### config.mk
export PLATFORM = sky130hd
export DESIGN_NAME = bsw_timer
export DESIGN_NICKNAME = d
export VERILOG_FILES = /design/src/logic/bsw_pkg.sv /design/src/logic/bsw_pacer.sv /design/src/logic/bsw_bcd_digit.sv /design/src/logic/bsw_timer.sv
export SDC_FILE = /design/constraint.sdc
export NUM_CORES = 1
export LEC_CHECK = 0
export BUFFER_PORTS_ARGS = -buffer_cell sky130_fd_sc_hd__buf_4
export CORE_MARGIN = 2
export CORE_UTILIZATION = 41
export CTS_CLUSTER_SIZE = 14
export DETAILED_ROUTE_END_ITERATION = 7
export PLACE_DENSITY = 0.77
export SYNTH_ARGS = -nofsm -noshare
export SYNTH_HDL_FRONTEND = slang
export SYNTH_SLANG_ARGS = --single-unit
export TNS_END_PERCENT = 1
### constraint.sdc
create_clock -name clock -period 2.1 [get_ports clock]
set_input_delay 0.21 -clock clock [delete_from_list [all_inputs] [get_ports clock]]
set_output_delay 0.21 -clock clock [all_outputs]
set_load 0.01 [all_outputs]
### src/logic/bsw_pkg.sv
// Constants shared by the stopwatch timer files
// Operation
// - Hundredths and tenths BCD digits are each readable at their own address.
// - Digit registers are read-only; all eight counter bits clear at reset.
// - Writing one to the clear bit zeroes both digits; zero does nothing.
// - A clear while running keeps counting from zero at once.
// - A clear while stopped holds zero until counting is restarted.
// - The clear bit is write-only and always reads zero.
// - Run bit starts and stops counting, reads back, resets to zero.
// - Stopped holds the value; resuming counts on from the held value.
// - Two readable interrupt enables, 10 Hz and 1 Hz, reset to zero.
// - Flag register: bit 0 is the 10 Hz event, bit 1 the 1 Hz event.
// - Event flags set on overflow regardless of the enable bits.
// - Flags clear only on a written one; zero after reset.
// - Interrupt request stands while flag and enable are both set.
// - All bits above bit 1 of control, enable and flag registers read zero.
// - 10 Hz and 1 Hz events fire when low and high digits wrap 9 to 0.
// - Low digit steps every two or three 256 Hz ticks; decade 25 or 26.
// - Tenths decades of 25 and 26 ticks mix four to six, 256 per second.
package bsw_pkg;

    // ======================================================================
    // Register indices; byte address is four times the index
    localparam logic [15:0] BSW_IDX_CONTROL   = 16'hFF7C;
    localparam logic [15:0] BSW_IDX_HUNDREDTH = 16'hFF7D;
    localparam logic [15:0] BSW_IDX_TENTH     = 16'hFF7E;
    localparam logic [15:0] BSW_IDX_IRQ_EN    = 16'hFFE7;
    localparam logic [15:0] BSW_IDX_IRQ_FLAG  = 16'hFFF7;
    localparam int          BSW_ADDR_W        = 18;

    // ======================================================================
    // Field positions
    localparam int BSW_BIT_RUN   = 0;
    localparam int BSW_BIT_CLEAR = 1;
    localparam int BSW_BIT_TENTH = 0;
    localparam int BSW_BIT_ONE   = 1;

    // ======================================================================
    // Reset values
    localparam logic [3:0] BSW_DIGIT_RESET = 4'h0;
    localparam logic       BSW_RUN_RESET   = 1'b0;
    localparam logic [1:0] BSW_EN_RESET    = 2'h0;
    localparam logic [1:0] BSW_FLAG_RESET  = 2'h0;

    // ======================================================================
    // Count pattern
    localparam logic [3:0] BSW_DIGIT_MAX   = 4'h9;
    localparam logic [1:0] BSW_SHORT_STEP  = 2'h2;
    localparam logic [1:0] BSW_LONG_STEP   = 2'h3;
    localparam logic [3:0] BSW_EXTRA_DIGIT = 4'h8;
    // Tenths values 1,3,5,6,8,9 get a 26-tick decade, the rest 25
    localparam logic [9:0] BSW_LONG_DECADE = 10'h36A;

endpackage : bsw_pkg

### src/logic/bsw_pacer.sv
// Step pacer: turns 256 Hz ticks into 2- or 3-tick digit steps
`timescale 1ns/1ps
`default_nettype none
module bsw_pacer
    import bsw_pkg::*;
(
    input  wire logic       clock,
    input  wire logic       rst,
    input  wire logic       clear,
    input  wire logic       run,
    input  wire logic       base_tick,
    input  wire logic [1:0] spacing,
    output logic            step
);

    // ======================================================================
    // Phase counter
    logic [1:0] phase;

    // Phase is frozen while stopped so a resume keeps its place
    assign step = run & base_tick & ~clear & (phase == spacing - 2'h1);

    always_ff @(posedge clock or posedge rst) begin
        if (rst) begin
            phase <= 2'h0;
        end else if (clear) begin
            phase <= 2'h0;
        end else if (run && base_tick) begin
            phase <= step ? 2'h0 : phase + 2'h1;
        end
    end

endmodule : bsw_pacer
`default_nettype wire

### src/logic/bsw_bcd_digit.sv
// One BCD decade counter with clear and wrap pulse
`timescale 1ns/1ps
`default_nettype none
module bsw_bcd_digit
    import bsw_pkg::*;
(
    input  wire logic       clock,
    input  wire logic       rst,
    input  wire logic       clear,
    input  wire logic       step,
    output logic [3:0]      value,
    output logic            wrap
);

    // ======================================================================
    // Decade count
    assign wrap = step & ~clear & (value == BSW_DIGIT_MAX);

    always_ff @(posedge clock or posedge rst) begin
        if (rst) begin
            value <= BSW_DIGIT_RESET;
        end else if (clear) begin
            value <= BSW_DIGIT_RESET;
        end else if (step) begin
            value <= wrap ? BSW_DIGIT_RESET : value + 4'h1;
        end
    end

endmodule : bsw_bcd_digit
`default_nettype wire

### src/logic/bsw_timer.sv
// Stopwatch timer top: APB registers, tick sync, digits, event flags
`timescale 1ns/1ps
`default_nettype none
module bsw_timer
    import bsw_pkg::*;
(
    input  wire logic                  clock,
    input  wire logic                  rst,
    input  wire logic                  base_256hz,
    input  wire logic                  psel,
    input  wire logic                  penable,
    input  wire logic                  pwrite,
    input  wire logic [BSW_ADDR_W-1:0] paddr,
    input  wire logic [31:0]           pwdata,
    output logic      [31:0]           prdata,
    output logic                       pready,
    output logic                       pslverr,
    output logic                       tenth_second_irq,
    output logic                       one_second_irq
);

    // ======================================================================
    // Declarations
    logic        base_sync1;
    logic        base_sync2;
    logic        base_prev;
    logic        base_tick;
    logic        count_run_control;
    logic [1:0]  irq_enable;
    logic [1:0]  event_flag;
    logic [3:0]  hundredths_bcd_digit;
    logic [3:0]  tenths_bcd_digit;
    logic        hund_step;
    logic        hund_wrap;
    logic        tenth_wrap;
    logic [1:0]  spacing;
    logic        apb_fire;
    logic        wr_fire;
    logic        rd_phase;
    logic [15:0] reg_index;
    logic        addr_aligned;
    logic        hit_control;
    logic        hit_hund;
    logic        hit_tenth;
    logic        hit_en;
    logic        hit_flag;
    logic        addr_hit;
    logic        counter_clear_strobe;
    logic [1:0]  flag_clear;
    logic [31:0] next_prdata;

    // ======================================================================
    // Base tick synchroniser
    // Prescaler output comes from outside this clock; two flops first
    always_ff @(posedge clock or posedge rst) begin
        if (rst) begin
            base_sync1 <= 1'b0;
            base_sync2 <= 1'b0;
            base_prev  <= 1'b0;
        end else begin
            base_sync1 <= base_256hz;
            base_sync2 <= base_sync1;
            base_prev  <= base_sync2;
        end
    end

    assign base_tick = base_sync2 & ~base_prev;

    // ======================================================================
    // APB decode
    assign reg_index    = paddr[17:2];
    assign addr_aligned = (paddr[1:0] == 2'h0);
    assign hit_control  = addr_aligned & (reg_index == BSW_IDX_CONTROL);
    assign hit_hund     = addr_aligned & (reg_index == BSW_IDX_HUNDREDTH);
    assign hit_tenth    = addr_aligned & (reg_index == BSW_IDX_TENTH);
    assign hit_en       = addr_aligned & (reg_index == BSW_IDX_IRQ_EN);
    assign hit_flag     = addr_aligned & (reg_index == BSW_IDX_IRQ_FLAG);
    assign addr_hit     = hit_control | hit_hund | hit_tenth | hit_en | hit_flag;

    // One wait state: pready rises in the second access cycle
    assign rd_phase = psel & penable & ~pready;
    assign apb_fire = psel & penable & pready;
    assign wr_fire  = apb_fire & pwrite & addr_hit;

    assign counter_clear_strobe = wr_fire & hit_control & pwdata[BSW_BIT_CLEAR];
    assign flag_clear = (wr_fire & hit_flag) ? pwdata[1:0] : 2'h0;

    // ======================================================================
    // Read mux
    always_comb begin
        next_prdata = 32'h0;
        if (hit_control) begin
            // Clear bit is write-only, upper bits unimplemented
            next_prdata[BSW_BIT_RUN] = count_run_control;
        end else if (hit_hund) begin
            next_prdata[3:0] = hundredths_bcd_digit;
        end else if (hit_tenth) begin
            next_prdata[3:0] = tenths_bcd_digit;
        end else if (hit_en) begin
            next_prdata[1:0] = irq_enable;
        end else if (hit_flag) begin
            next_prdata[1:0] = event_flag;
        end
    end

    // ======================================================================
    // APB answer
    always_ff @(posedge clock or posedge rst) begin
        if (rst) begin
            pready  <= 1'b0;
            pslverr <= 1'b0;
            prdata  <= 32'h0;
        end else begin
            pready  <= rd_phase;
            pslverr <= rd_phase & ~addr_hit;
            if (rd_phase && !pwrite) begin
                prdata <= next_prdata;
            end
        end
    end

    // ======================================================================
    // Run control and interrupt enables
    always_ff @(posedge clock or posedge rst) begin
        if (rst) begin
            count_run_control <= BSW_RUN_RESET;
        end else if (wr_fire && hit_control) begin
            count_run_control <= pwdata[BSW_BIT_RUN];
        end
    end

    always_ff @(posedge clock or posedge rst) begin
        if (rst) begin
            irq_enable <= BSW_EN_RESET;
        end else if (wr_fire && hit_en) begin
            irq_enable <= pwdata[1:0];
        end
    end

    // ======================================================================
    // Count chain
    // Extra long step at digit 8 in a long decade gives 26 ticks
    assign spacing = (hundredths_bcd_digit[0]
                      || (hundredths_bcd_digit == BSW_EXTRA_DIGIT
                          && BSW_LONG_DECADE[tenths_bcd_digit]))
                     ? BSW_LONG_STEP : BSW_SHORT_STEP;

    bsw_pacer u_pacer (
        .clock     (clock),
        .rst       (rst),
        .clear     (counter_clear_strobe),
        .run       (count_run_control),
        .base_tick (base_tick),
        .spacing   (spacing),
        .step      (hund_step)
    );

    bsw_bcd_digit u_hund (
        .clock (clock),
        .rst   (rst),
        .clear (counter_clear_strobe),
        .step  (hund_step),
        .value (hundredths_bcd_digit),
        .wrap  (hund_wrap)
    );

    bsw_bcd_digit u_tenth (
        .clock (clock),
        .rst   (rst),
        .clear (counter_clear_strobe),
        .step  (hund_wrap),
        .value (tenths_bcd_digit),
        .wrap  (tenth_wrap)
    );

    // ======================================================================
    // Event flags
    // Set beats a same-cycle clear so no overflow is lost
    always_ff @(posedge clock or posedge rst) begin
        if (rst) begin
            event_flag <= BSW_FLAG_RESET;
        end else begin
            event_flag[BSW_BIT_TENTH] <= hund_wrap
                | (event_flag[BSW_BIT_TENTH] & ~flag_clear[BSW_BIT_TENTH]);
            event_flag[BSW_BIT_ONE]   <= tenth_wrap
                | (event_flag[BSW_BIT_ONE] & ~flag_clear[BSW_BIT_ONE]);
        end
    end

    // ======================================================================
    // Interrupt requests
    // Level requests, one cycle behind the flag
    always_ff @(posedge clock or posedge rst) begin
        if (rst) begin
            tenth_second_irq <= 1'b0;
            one_second_irq   <= 1'b0;
        end else begin
            tenth_second_irq <= event_flag[BSW_BIT_TENTH] & irq_enable[BSW_BIT_TENTH];
            one_second_irq   <= event_flag[BSW_BIT_ONE] & irq_enable[BSW_BIT_ONE];
        end
    end
endmodule : bsw_timer
`default_nettype wire

==> results of run 1 <==
==> timing repair <==
action	CTS	global route
hold endpoints to repair	25	0
setup endpoints to repair	2	8
setup buffers	2	1
pin swaps	0	2
hold buffers	1	0
gates resized for setup	0	6
==> layout by cell type (no fill, tap or decap), types with 4 or more instances in the layout <==
cell	n
nand2_1	15
clkbuf_8	4
buf_4	43
dfrtp_1	26
nand3_1	6
ha_1	4
mux2i_1	8
nor2b_1	4
inv_1	5
and3b_1	4
conb_1	28
nor2_1	12
==> per-stage QoR <==
step                setup slack (ns)    TNS, ns  instances  cell area, µm²
finish                        0.0937          0        273            2130
global route               -0.000927  -0.000927        273            2130
CTS                           0.0104          0        272            2090
detailed placement           0.00756          0        265            2010
floorplan                     0.0213          0        204            1860
global placement              0.0688          0        265            2010
==> synthesized netlist by cell type (2+ instances only) <==
library cell and n:
nand2_1 15, a22o_1 2, nor2b_1 4, dfrtp_1 26
mux2i_1 9, and2_1 3, clkbuf_1 2, nand2b_1 2
nor3b_1 2, ha_1 5, mux2_4 2, o21ai_0 3
nor2_1 12, nand4_1 2, o211ai_1 2, and3b_1 4
nand3_1 6, nand3b_1 3, a22oi_1 2, inv_1 6
buf_4 28, a41oi_1 2, nor4b_1 2, o31ai_1 3
or3_1 3, a21oi_1 3
==> final timing paths <==
kind,from,end,slack [ns]
max,u_tenth.value[0],u_tenth.value[1],0.09
min,base_256hz,base_sync1,0.03
max reg2reg,u_tenth.value[0],u_tenth.value[1],0.09
min reg2reg,base_sync1,base_sync2,0.36
max in group asynchronous,rst,u_tenth.value[1],1.30
min in group asynchronous,rst,pready,0.55
==> routing by layer <==
metal  GRT usage, %  wire length [µm]
met2           24.5              1790
met1           20.9              1610
met5              0                 0
met4           3.92                30
met3           3.07               226
==> sequential cells by signal (all words and copies together), names as in the netlist, 2 cells and up <==
register / cells
event_flag: 2
irq_enable: 2
prdata: 4
u_hund.value: 4
u_pacer.phase: 2
u_tenth.value: 4
==> final cells by class <==
cell class              instances  area [µm²]  share of cell area [%]
clock buffers                   4        55.1                    2.58
multi-input cells             141         986                    46.2
repair buffers                 46         355                    16.7
flip-flops and latches         26         651                    30.5
inverters                       6        22.5                    1.06
well taps                      50        62.6                    2.93
==> cell families after synthesis <==
family | Yosys count | synth area share (%)
flip-flops | 26 | 37.5
multiplexers | 13 | 8.36
AO/OA/AOI/OAI | 31 | 13.8
other | 1 | 0.216
AND/OR/NAND/NOR | 64 | 22.5
adder cells (fa/ha/maj) | 5 | 3.60
buffers and inverters | 37 | 14.1
==> power breakdown <==
group,internal (mW),total (mW),switching (mW)
clock network,0.168,0.332,0.164
logic,0.0473,0.110,0.0626
registers,0.505,0.508,0.00262
total,0.720,0.950,0.230
==> results.txt, run 1 <==
status -> finished clean
CP max-delay cell -> dfrtp_1
via count -> 1405
cell taking the most area after synthesis -> dfrtp_1
initial core utilization -> 43.1%
Crit Path Class -> reg2reg
IR drop worst, VDD -> 0.389 mV
DRC Markers -> 0
DRT Pass-1 Iters -> 6
drt initial violations -> 73
fin util -> 52.9%
DIE WIDTH -> 69.1 µm
CTS clk-pin slew, worst paths -> 0.09 ns
power per cell area -> 446 mW/mm²
Ys Warns -> 0
PortBufs -> 33
total congestion overflow -> 0
CTS Sinks -> 26
critical path's top delay family -> multiplexers
hold depth -> 1
crit path launch type -> register
FF-to-FF path depth -> 7
Setup Viol. Count Final -> 0
Nets -> 285
Worst Hold Class -> in2reg
CTS tree -> built
initial antenna violation count -> 0
routed wire length -> 3650 µm
worst hold margin -> 0.0346 ns
#FFs+latches synth -> 26
Clock Skews -> 0.00194 ns
Worst path max stage delay -> 0.43 ns
mapped cell area -> 0.00174 mm²
CTS Root Cell -> clkbuf_8
Crit path buffers/inverters -> 1
Area Overhead vs Synth -> 22.9%
CP max FO -> 5
vias in the first global route -> 1273
FFs w/ async S/R, synth -> 100%
Synth Instances -> 177
Hold Fails Final Rpt -> 0
Wirelength per Cell -> 13.4 µm
Slew Limit Fails -> 0
WP depth -> 7
# IOs -> 92
Final period util -> 95.5%
synth top area cells -> dfrtp_1 (37%), buf_4 (12%), mux2i_1 (5.2%)
Final HPWL DP -> 2780 µm
Syn Area/Cell -> 9.80 µm²
fill cell count -> 380
ratio of cells with drive above 1 in the final layout -> 28.7%
max_cap viols -> 0
Core ar. -> 0.00403 mm²
H-tree levels -> 1
Yosys cell types -> 50
# rows -> 23
vias per inst -> 5.15
CP cell instances -> ha_4 > nand2b_4 > a32oi_4 > mux2i_4 > buf_4 > mux2i_1 > nor2_1
post-synth top area share -> 37.5%
dominant synthesized flop cell -> dfrtp_1
Routability Congestion -> 0.815
total track usage -> 15.2%
Post-synth EDFFs -> 0
highest clock rate -> 498 MHz
Leak -> 0.996 nW
CTS Buf Count -> 3
sequential element share of the synthesized area -> 37.5%
ANT nets after route -> 0
crit end category -> register
Die Span Y -> 69.1 µm
largest net degree at the start of global routing -> 27
Max Root-Sink Buffers -> 2
Total Power -> 0.950 mW
Antenna Cells -> 0
CP Data Required Time -> 2.26 ns
DIE AREA -> 0.00477 mm²
Final Critical Period -> 2.01 ns
Critical Path AT -> 2.16 ns
first-pass GRT wire length -> 6010 µm
Worst-Skew Late Latency -> 0.27 ns
No activity file was read; power rests on OpenSTA's default activity.
==> inputs of run 2 (changes only) <==
--- a/config.mk
+++ b/config.mk
@@ -5,12 +5,11 @@
 export SDC_FILE = /design/constraint.sdc
 export NUM_CORES = 1
 export LEC_CHECK = 0
-export BUFFER_PORTS_ARGS = -buffer_cell sky130_fd_sc_hd__buf_4
 export CORE_MARGIN = 2
-export CORE_UTILIZATION = 41
+export CORE_UTILIZATION = 45
 export CTS_CLUSTER_SIZE = 14
 export DETAILED_ROUTE_END_ITERATION = 7
-export PLACE_DENSITY = 0.77
+export DONT_BUFFER_PORTS = 1
 export SYNTH_ARGS = -nofsm -noshare
 export SYNTH_HDL_FRONTEND = slang
 export SYNTH_SLANG_ARGS = --single-unit
==> constraint.sdc (replaced) <==
create_clock -name clock -period 2.4 [get_ports clock]
set_input_delay 0.24 -clock clock [delete_from_list [all_inputs] [get_ports clock]]
set_output_delay 0.24 -clock clock [all_outputs]
set_load 0.01 [all_outputs]
==> run 2 against run 1 <==
  * Sequential power is 12% lower
  * Maximum frequency is 10% lower
  * Clock-buffer cell count stayed put
  * Die area is 8.4% lower
  * Critical path depth is 1 higher
  * Worst setup slack better by 0.067 ns
  * Via count is 13% lower
  * Hold slack better by 0.046 ns
  * Routed wire length is 9.4% lower
  * Final cell count is 16% lower
  * First-iteration DRC count is 45% higher
  * Critical path type unchanged
  * Highest routed layer unchanged
==> results.txt, run 2 (synthesized netlist as in run 1, its figures left out) <==
CP cell instances -> inv_1 > ha_1 > nand2b_1 > a32oi_4 > mux2i_2 > buf_4 > mux2i_1 > nor2_1
CP Data Required Time -> 2.55 ns
commonest non-fill, non-tap cell in the layout -> conb_1
DRC Markers -> 0
highest clock rate -> 447 MHz
most frequent cells in the layout -> conb_1 (28), dfrtp_1 (26), nand2_1 (15), nor2_1 (12), mux2i_1 (8)
CP max FO -> 6
crit end category -> register
initial core utilization -> 47.0%
worst setup margin -> 0.161 ns
top sig layer -> met4
fin util -> 48.2%
Setup Viol. Count Final -> 0
power per cell area -> 441 mW/mm²
Worst path max stage delay -> 0.45 ns
CP Capture Point -> u_tenth.value[1]
Final period util -> 93.3%
DR WL met2 -> 1560 µm
via count -> 1227
DP Worst Slack -> 0.143 ns
DRT Pass-1 Iters -> 4
PortBufs -> 0
Total Power -> 0.784 mW
CTS clk-pin slew, worst paths -> 0.09 ns
routed wire length -> 3310 µm
vias per inst -> 5.36
first-pass GRT wire length -> 5510 µm
Routability Congestion -> 0.782
Critical Path AT -> 2.39 ns
reg2reg start -> u_tenth.value[1]
DIE WIDTH -> 66.1 µm
Antenna Cells -> 0
# IOs -> 92
H-tree levels -> 1
vias in the first global route -> 1128
RSZ-0062 raised after global routing -> false
# Post-CTS Setup Buffers -> 0
Wirelength per Cell -> 14.5 µm
total track usage -> 16.6%
worst-margin pin slew -> 1.00 ns
Die Span Y -> 66.1 µm
crit path launch type -> register
ratio of cells with drive above 1 in the final layout -> 10.5%
Final Critical Period -> 2.24 ns
CTS Buf Count -> 3
Crit Path Class -> reg2reg
ANT nets after route -> 0
max_cap viols -> 0
Nets -> 243
Worst-Skew Late Latency -> 0.27 ns
r2r setup slk -> 0.16 ns
Hold Fails Final Rpt -> 0
setup tns final -> 0 ns
status -> finished clean
DIE AREA -> 0.00437 mm²
CTS Sinks -> 26
Area Overhead vs Synth -> 2.45%
largest net degree at the start of global routing -> 27
Clock Skews -> 0.00394 ns
CTS tree -> built
# rows -> 22
total congestion overflow -> 0
Slew Limit Fails -> 0
met3 wire len -> 235 µm
fill cell count -> 380
CTS Root Cell -> clkbuf_8
Core ar. -> 0.00369 mm²
FF-to-FF path depth -> 8
FF-to-FF End -> u_tenth.value[1]
Worst Hold Class -> in2async
Final HPWL DP -> 2570 µm
Max Root-Sink Buffers -> 2
largest registers -> prdata (4), u_hund.value (4), u_tenth.value (4)
Leak -> 0.776 nW
drt initial violations -> 106
worst rel slew slack -> 33.1%
initial antenna violation count -> 0
crit path launch -> u_tenth.value[1]
CP max-delay cell -> dfrtp_1
IR drop worst, VDD -> 0.344 mV
M1 WL -> 1480 µm
-- run 2: cell types whose count changed in the layout (fill, tap and decap cells not counted), sizes merged --
| cell | delta |
|---|---|
| buf | -42 |
-- run 2: how the worst min path moves through the flow --
| stage | endpoint | slack [ns] | cells past startpoint |
|---|---|---|---|
| 2_1_floorplan | base_sync1 | 0.27 | 0 |
| 3_3_place_gp | base_sync1 | 0.27 | 0 |
| 3_5_place_dp | base_sync1 | 0.27 | 0 |
| 4_1_cts | event_flag[1] | 0.09 | 1 |
| 5_1_grt | event_flag[1] | 0.08 | 1 |
| 6_report | pready | 0.08 | 1 |
-- run 2: report_power, final --
part,internal [mW],switching (mW)
Combinational,0.0128,0.0406
Clock,0.147,0.138
Sequential,0.442,0.00325
-- run 2: critical path, delay by kind of cell (launching register included) --
kind                       cells  cell delay [ns]
DFF                            1             0.45
buffers and inverters          2             0.27
muxes                          2             0.52
and+or+nand+nor                2             0.24
AOI/OAI and AO/OA              1             0.35
adders and majority gates      1             0.29
-- run 2: routing by layer --
layer | global-route usage [%] | vias to the layer above
met4 | 5.61 | 0
li1 | - | 588
met2 | 25.5 | 49
met3 | 4.94 | 4
met1 | 22.3 | 586
met5 | 0 | -
-- run 2: cell type report --
cell class	count	area [µm²]	share of cell area (%)
timing repair buffer	4	32.5	1.83
tap	48	60.1	3.38
sequential	26	651	36.6
inverter	6	22.5	1.27
clock buffer	4	55.1	3.10
multi-input combinational	141	957	53.8
-- run 2: stage by stage --
stage | instances | hold slack [ns] | instance area (µm²)
after detailed placement | 224 | 0.271 | 1700
after global routing | 229 | 0.0782 | 1780
after floorplan | 204 | 0.271 | 1840
after global placement | 224 | 0.271 | 1700
after CTS | 229 | 0.0855 | 1760
final | 229 | 0.0809 | 1780
-- run 2: what timing repair did --
item / in CTS / in global routing
endpoints found under the hold margin: 1 / 0
resized for setup: 0 / 2
hold buffers: 1 / 0
endpoints found under the setup margin: 0 / 3
